`src/hw/bbd_cfg.svh`:
```
`ifndef BBD_CFG_SVH
`define BBD_CFG_SVH

// device address set by jumper wiring
`define BBD_DEV_ADDR 5'h00

// control byte fields
`define BBD_ADDR_LSB 0
`define BBD_ADDR_MSB 4
`define BBD_ORD_LSB 5
`define BBD_ORD_MSB 7

// order codes
`define BBD_ORD_DATA 3'h0
`define BBD_ORD_STAT 3'h1
`define BBD_ORD_BIN 3'h2
`define BBD_ORD_BIN_IRQ 3'h3
`define BBD_ORD_STOP 3'h4
`define BBD_ORD_PROT 3'h5
`define BBD_ORD_BOUT 3'h6
`define BBD_ORD_BOUT_IRQ 3'h7

// status byte bit positions
`define BBD_ST_READY 0
`define BBD_ST_IN_FLAG 1
`define BBD_ST_OUT_FLAG 2
`define BBD_ST_ERROR 3
`define BBD_ST_DEV_LSB 4
`define BBD_ST_DEV_MSB 7

// reset values
`define BBD_BYTE_RST 8'h00
`define BBD_ORD_RST 3'h0
`define BBD_LINE_IDLE 8'hFF

// bus timing: strobe width and longest gap before the data strobe
`define BBD_CLK_NS 10
`define BBD_STROBE_NS 880
`define BBD_GAP_MAX_NS 4400
`define BBD_GAP_MAX_CYC (`BBD_GAP_MAX_NS / `BBD_CLK_NS)

`endif

```
`src/hw/bbd_pkg.sv`:
```
package bbd_pkg;

  // bus pins as seen at the controller, all active low
  typedef struct packed {
    logic [7:0] out_line_n;
    logic control_byte_strobe_n;
    logic data_out_strobe_n;
    logic data_in_strobe_n;
  } bbd_pins_s;

  // conditions reported by the device behind the controller
  typedef struct packed {
    logic ready;
    logic in_avail;
    logic out_room;
    logic error;
    logic [3:0] dev_bits;
  } bbd_dev_s;

  // whole controller state
  typedef struct packed {
    logic co_m;
    logic co_s;
    logic do_m;
    logic do_s;
    logic do_p;
    logic di_m;
    logic di_s;
    logic di_p;
    logic [7:0] od_m;
    logic [7:0] od_s;
    logic addr_sel;
    logic sel_p;
    logic conn;
    logic [2:0] order;
    logic [7:0] data_reg;
    logic data_load;
    logic [7:0] func_byte;
    logic func_load;
    logic blk_in;
    logic blk_out;
    logic armed;
    logic protect;
    logic ext_irq;
    logic err;
    logic in_oe;
    logic [7:0] in_drv_n;
  } bbd_state_s;

endpackage

```
`src/hw/bbd_ctrl.sv`:
```
// What this block does
// - order 0 moves a data byte, direction from the instruction type
// - order 1 returns status on input, takes a function byte on output
// - order 2 starts block input, with either instruction type
// - order 3 starts block input and arms an end interrupt
// - order 4 stops block transfer, interrupts if it was armed
// - order 5 allows protected writes until the transfer ends
// - order 6 starts block output, with either instruction type
// - order 7 starts block output and arms an end interrupt
// - status bit 0 shows device ready
// - status bit 1 shows a byte waiting for the processor
// - status bit 2 shows room for a byte from the processor
// - status bit 3 latches errors, cleared by a status read
// - status bits 4 to 7 are device specific
// - low five lines match our address, qualified by control strobe
// - connect flag set by control strobe on match, ended by data strobe
// - data strobes are obeyed only while connected
// - data register loads on connected and data-out strobe
// - connection waits 880 ns to 4.4 us for the data strobe
// - function output uses the data output sequence, keyed by order
// - function data byte may carry extra function detail
// - order bits latched during control strobe, kept for later use
// - order latched by the address-selected signal
// - connection drops when either data strobe returns high
// - on input, order 0 gives data and order 1 gives status
`timescale 1ns/100ps
`include "bbd_cfg.svh"

module bbd_ctrl (
  // clock and reset
  input wire logic mclk,
  input wire logic rstn,
  // byte bus pins
  input wire bbd_pkg::bbd_pins_s pins,
  // input data lines, open collector, active low
  output logic [7:0] in_line_n,
  output logic in_line_oe,
  // device side
  input wire bbd_pkg::bbd_dev_s dev,
  input wire logic [7:0] dev_in_data,
  input wire logic blk_done,
  output logic [7:0] data_reg,
  output logic data_load,
  output logic [7:0] func_byte,
  output logic func_load,
  output logic [2:0] order,
  output logic connected,
  output logic blk_in_run,
  output logic blk_out_run,
  output logic blk_irq_armed,
  output logic protect_override,
  output logic ext_irq,
  output logic status_err
);

  bbd_pkg::bbd_state_s q;
  bbd_pkg::bbd_state_s n;
  logic do_end;
  logic di_end;
  logic [7:0] status_now;

  function automatic logic addr_match(input logic [7:0] od_n);
    addr_match = (~od_n[`BBD_ADDR_MSB:`BBD_ADDR_LSB]) == `BBD_DEV_ADDR;
  endfunction

  function automatic logic [2:0] ord_of(input logic [7:0] od_n);
    ord_of = ~od_n[`BBD_ORD_MSB:`BBD_ORD_LSB];
  endfunction

  function automatic logic [7:0] stat_byte(
    input bbd_pkg::bbd_dev_s d,
    input logic e
  );
    logic [7:0] s;
    s = `BBD_BYTE_RST;
    s[`BBD_ST_READY] = d.ready;
    s[`BBD_ST_IN_FLAG] = d.in_avail;
    s[`BBD_ST_OUT_FLAG] = d.out_room;
    s[`BBD_ST_ERROR] = e;
    s[`BBD_ST_DEV_MSB:`BBD_ST_DEV_LSB] = d.dev_bits;
    stat_byte = s;
  endfunction

  assign do_end = q.do_p & ~q.do_s;
  assign di_end = q.di_p & ~q.di_s;
  assign status_now = stat_byte(dev, q.err);

  always_comb
  begin
    n = q;
    // two-stage synchronisers, strobes turned active high
    n.co_m = ~pins.control_byte_strobe_n;
    n.co_s = q.co_m;
    n.do_m = ~pins.data_out_strobe_n;
    n.do_s = q.do_m;
    n.do_p = q.do_s;
    n.di_m = ~pins.data_in_strobe_n;
    n.di_s = q.di_m;
    n.di_p = q.di_s;
    n.od_m = pins.out_line_n;
    n.od_s = q.od_m;
    n.data_load = 1'b0;
    n.func_load = 1'b0;
    n.ext_irq = 1'b0;
    // address decode qualified by the control strobe
    n.addr_sel = q.co_s & addr_match(q.od_s);
    n.sel_p = q.addr_sel;
    // order latched while selected, held until next selection
    if (q.addr_sel)
    begin
      n.order = ord_of(q.od_s);
    end
    // device finished the block; a new order below still wins
    if (blk_done & (q.blk_in | q.blk_out))
    begin
      n.blk_in = 1'b0;
      n.blk_out = 1'b0;
      n.ext_irq = q.armed;
      n.armed = 1'b0;
      n.protect = 1'b0;
    end
    // connect on a fresh selection, then act on block orders
    if (q.addr_sel & ~q.sel_p)
    begin
      n.conn = 1'b1;
      case (ord_of(q.od_s))
        `BBD_ORD_BIN:
        begin
          n.blk_in = 1'b1;
          n.blk_out = 1'b0;
          n.armed = 1'b0;
        end
        `BBD_ORD_BIN_IRQ:
        begin
          n.blk_in = 1'b1;
          n.blk_out = 1'b0;
          n.armed = 1'b1;
        end
        `BBD_ORD_STOP:
        begin
          n.blk_in = 1'b0;
          n.blk_out = 1'b0;
          n.ext_irq = q.armed & (q.blk_in | q.blk_out);
          n.armed = 1'b0;
          n.protect = 1'b0;
        end
        `BBD_ORD_PROT:
        begin
          n.protect = 1'b1;
        end
        `BBD_ORD_BOUT:
        begin
          n.blk_out = 1'b1;
          n.blk_in = 1'b0;
          n.armed = 1'b0;
        end
        `BBD_ORD_BOUT_IRQ:
        begin
          n.blk_out = 1'b1;
          n.blk_in = 1'b0;
          n.armed = 1'b1;
        end
        default:
        begin
          n.conn = 1'b1;
        end
      endcase
    end
    // data-out phase only while connected
    if (q.conn & q.do_s)
    begin
      if (q.order == `BBD_ORD_DATA)
      begin
        n.data_reg = ~q.od_s;
        n.data_load = ~q.do_p;
      end
      else if (q.order == `BBD_ORD_STAT)
      begin
        n.func_byte = ~q.od_s;
        n.func_load = ~q.do_p;
      end
    end
    // data-in phase: drive data or status while connected
    n.in_oe = q.conn & q.di_s & ((q.order == `BBD_ORD_DATA) |
      (q.order == `BBD_ORD_STAT));
    n.in_drv_n = (q.order == `BBD_ORD_STAT) ? ~status_now :
      ~dev_in_data;
    // error flag: status read clears, a new error wins
    if (q.conn & di_end & (q.order == `BBD_ORD_STAT))
    begin
      n.err = 1'b0;
    end
    if (dev.error)
    begin
      n.err = 1'b1;
    end
    // connection ends when a data strobe returns high
    if (q.conn & (do_end | di_end))
    begin
      n.conn = 1'b0;
    end
  end

  always_ff @(posedge mclk or negedge rstn)
  begin
    if (!rstn)
    begin
      q <= '0;
      q.od_m <= `BBD_LINE_IDLE;
      q.od_s <= `BBD_LINE_IDLE;
      q.in_drv_n <= `BBD_LINE_IDLE;
    end
    else
    begin
      q <= n;
    end
  end

  assign in_line_n = q.in_drv_n;
  assign in_line_oe = q.in_oe;
  assign data_reg = q.data_reg;
  assign data_load = q.data_load;
  assign func_byte = q.func_byte;
  assign func_load = q.func_load;
  assign order = q.order;
  assign connected = q.conn;
  assign blk_in_run = q.blk_in;
  assign blk_out_run = q.blk_out;
  assign blk_irq_armed = q.armed;
  assign protect_override = q.protect;
  assign ext_irq = q.ext_irq;
  assign status_err = q.err;
endmodule // bbd_ctrl

```
`config.mk`:
```
export PLATFORM = sky130hd
export DESIGN_NAME = bbd_ctrl
export DESIGN_NICKNAME = d
export VERILOG_FILES = /design/src/hw/bbd_pkg.sv /design/src/hw/bbd_ctrl.sv
export VERILOG_INCLUDE_DIRS = /design/src /design/src/hw
export SDC_FILE = /design/constraint.sdc
export NUM_CORES = 1
export LEC_CHECK = 0
export BUFFER_PORTS_ARGS = -buffer_cell sky130_fd_sc_hd__buf_2
export CELL_PAD_IN_SITES_DETAIL_PLACEMENT = 1
export CELL_PAD_IN_SITES_GLOBAL_PLACEMENT = 1
export CORE_MARGIN = 8
export CORE_UTILIZATION = 37
export DETAILED_ROUTE_END_ITERATION = 10
export PLACE_DENSITY_LB_ADDON = 0.1
export SLEW_MARGIN = 20
export SYNTH_ARGS = -nofsm -noshare
export SYNTH_HDL_FRONTEND = slang
export SYNTH_SLANG_ARGS = --single-unit
```
`constraint.sdc`:
```
create_clock -name mclk -period 1.5 [get_ports mclk]
set_clock_uncertainty 0.1 [all_clocks]
set_input_delay 0.075 -clock mclk [delete_from_list [all_inputs] [get_ports mclk]]
set_output_delay 0.075 -clock mclk [all_outputs]
set_load 0.05 [all_outputs]
```
==> run summary <==
outcome: completed
reg2reg path depth: 4
pwr dens: 1356 nW/um^2
# DRC: 0
FILL cells: 673
crit path DAT: 1.56 ns
net switching power: 1.407 mW
CP Capture Type: flop
Crit-path slowest cell: dfrtp_1
# setup viols final: 0
DRT antenna net count: 0
core area: 6350 sq um
final RePlAce weighted congestion: 0.7091
average wire per standard cell: 16.51 um
Worst Path Max Fanout: 9
Final Cell Area: 3206 sq um
share of total power in sequential cells: 46.1%
Worst-Margin Slew: 0.4626 ns
share of the synthesized area in the top cell type: 40.25%
Num CTS Buffers: 9
Layout area overhead: 32.20%
fin crit share: 93.92%
synth warn: 0
max reg flops: 14
CTS tree: yes
met2 routed WL: 2995 um
required time worst endpoint: 1.65 ns
Net Sw Frac: 32.39%
Die ar.: 9400 sq um
met3 wire len: 344 um
layout cells sized above 1: 44.07%
MaxCap Viol Count: 0
Layout Nets: 295
Post-DP Area: 2721 sq um
Synth Cell Area: 2425 sq um
RSZ-0062 raised after global routing: true
synth top area cells: dfrtp_1 40%, dfstp_2 26%, mux2i_1 12%, buf_4 8.4%, inv_1 4.0%
Initial Util: 38.19%
Primary FF master, synth: dfrtp_1
vias per cell: 4.530
Initial DRC Count: 19
power share of the clock group: 32.3%
leading area contributor after synthesis: dfrtp_1
EDFF count, synth: 0
asr flop ratio synth: 100.0%
Post-Synthesis Cells: 182
Die Wd: 96.96 um
crit start category: flop
Max VDD drop: 0.7364 mV
M1 WL: 2293 um
critical path class: reg -> reg
top layer reached by signal wires: met4
clk sinks: 63
GRT overflow: 0
cell row count: 29
Synth top cells by count: 39 x dfrtp_1, 28 x mux2i_1, 27 x buf_4, 26 x inv_1, 24 x dfstp_2
fmax: 709.8 MHz
largest net degree at the start of global routing: 23
sequential fraction of the synthesis area: 66.25%
vias in the first global route: 1876
Via Count: 1572
top-count cell post-synth: dfrtp_1
clk root buf: clkbuf_8
P_leak: 1.603 nW
worst-path cell chain: nor2_1 > and4_1 > buf_4 > mux2i_1
hpwl dp: 4019 um
synthesized net count: 212
pins over their slew limit: 0
syn_area_per_cell: 13.32 sq um
HP Class: in -> async
DR pass1 iterations: 5
setup TNS: 0 ns
drt total wl: 5728 um
final hold violations: 0
global-route wire length before repair: 9715 um
CP peak stage delay: 0.43 ns
Pint: 2.938 mW
top-level I/O count: 67
Gate power share: 21.6%
Max clock buf depth: 2
worst relative slew slack: 69.16%
Total Routing Usage GR: 12.88%
initial antenna violation count: 0
Die Height: 96.96 um
Final Critical Period: 1.409 ns
port bufs: 66
#FFs+latches synth: 63
clock slew at reported path FFs: 0.07 ns
H-Tree Level Count: 3
ANT cells: 0
Skew-Pair Late Insertion Delay: 0.33 ns
Unique masters post-synth: 27
-- power by group through the flow --
stage          logic [mW]  registers (mW)  clock network, mW
6_report            0.940            2.00               1.40
5_1_grt             0.999            2.02               1.52
4_1_cts             0.956            2.00               1.46
3_5_place_dp        0.899            2.03                  0
3_3_place_gp        0.879            2.01                  0
2_1_floorplan       0.747            2.03                  0
-- cells by family (layout without fill, tap and decap cells) --
| logic type | count (synthesis) | after routing | synth area share (%) |
|---|---|---|---|
| multiplexers | 28 | 28 | 11.56 |
| AO/OA/AOI/OAI | 14 | 14 | 3.561 |
| AND/OR/NAND/NOR | 18 | 18 | 4.851 |
| flip-flops | 63 | 63 | 66.25 |
| buffers and inverters | 59 | 147 | 13.78 |
-- path summary, 6_finish.rpt --
| path | startpoint | slack (ns) | endpoint |
|---|---|---|---|
| worst max-delay path | order[1] | 0.09 | data_reg[3] |
| worst min-delay path | rstn | 0.13 | status_err |
| worst max register to register | order[1] | 0.09 | data_reg[3] |
| worst min register to register | n[61] | 0.25 | q[61] |
| max in group asynchronous | rstn | 0.58 | q[45] |
| min in group mclk | n[61] | 0.25 | q[61] |
-- metrics by stage --
| stage | setup slack (ns) | util, % | total power, mW | hold WS, ns | std cells |
|---|---|---|---|---|---|
| floorplan | 0.1045 | - | 2.778 | -0.3206 | 182 |
| global placement | 0.1719 | 42.86 | 2.894 | -0.06638 | 302 |
| detailed placement | 0.08313 | 42.86 | 2.928 | -0.05475 | 302 |
| CTS | 0.07149 | 50.48 | 4.418 | 0.1255 | 347 |
| global route | -0.01696 | 50.48 | 4.541 | 0.1460 | 347 |
| finish | 0.09117 | 50.48 | 4.345 | 0.1312 | 347 |
-- cell usage in the layout (no fill, tap or decap), drive strengths merged --
cell type / n
buf: 76
dfrtp: 39
dlygate4sd3: 29
mux2i: 28
inv: 26
dfstp: 24
clkbuf: 13
a21oi: 6
nor2: 3
o21ai: 3
nand2: 3
clkinv: 3
nor3b: 3
nand4: 2
a211o: 1
or2b: 1
a21boi: 1
a221oi: 1
nand3: 1
and3: 1
and4: 1
and2: 1
nand2b: 1
o221ai: 1
nand4b: 1
a21o: 1
-- timing repair --
item                                    CTS  global route
endpoints found under the hold margin    69             0
hold buffers                             29             0
buffers inserted                          0             0
resized for setup                         0             0
endpoints found under the setup margin    0             3
-- area by class of cell --
type | count | area [sq um] | area share, %
multi-input combinational | 60 | 489.2 | 15.26
tap | 77 | 96.34 | 3.005
sequential | 63 | 1608 | 50.16
timing repair buffer | 105 | 720.7 | 22.48
inverter | 26 | 97.59 | 3.045
clock buffer | 13 | 178.9 | 5.582
clock inverter | 3 | 15.01 | 0.4684
-- routing by layer --
metal,up-vias,GRT usage (%)
met4,0,6.746
met3,9,4.267
li1,723,-
met5,-,0
met2,50,22.08
met1,790,13.73
-- worst max-delay path: cells and delay by family (launching register included) --
kind | cells | cell delay, ns
multiplexers | 1 | 0.20
AND/OR/NAND/NOR | 2 | 0.41
flip-flops | 1 | 0.43
buffers and inverters | 1 | 0.19
Power figures use the tool's default switching activity.
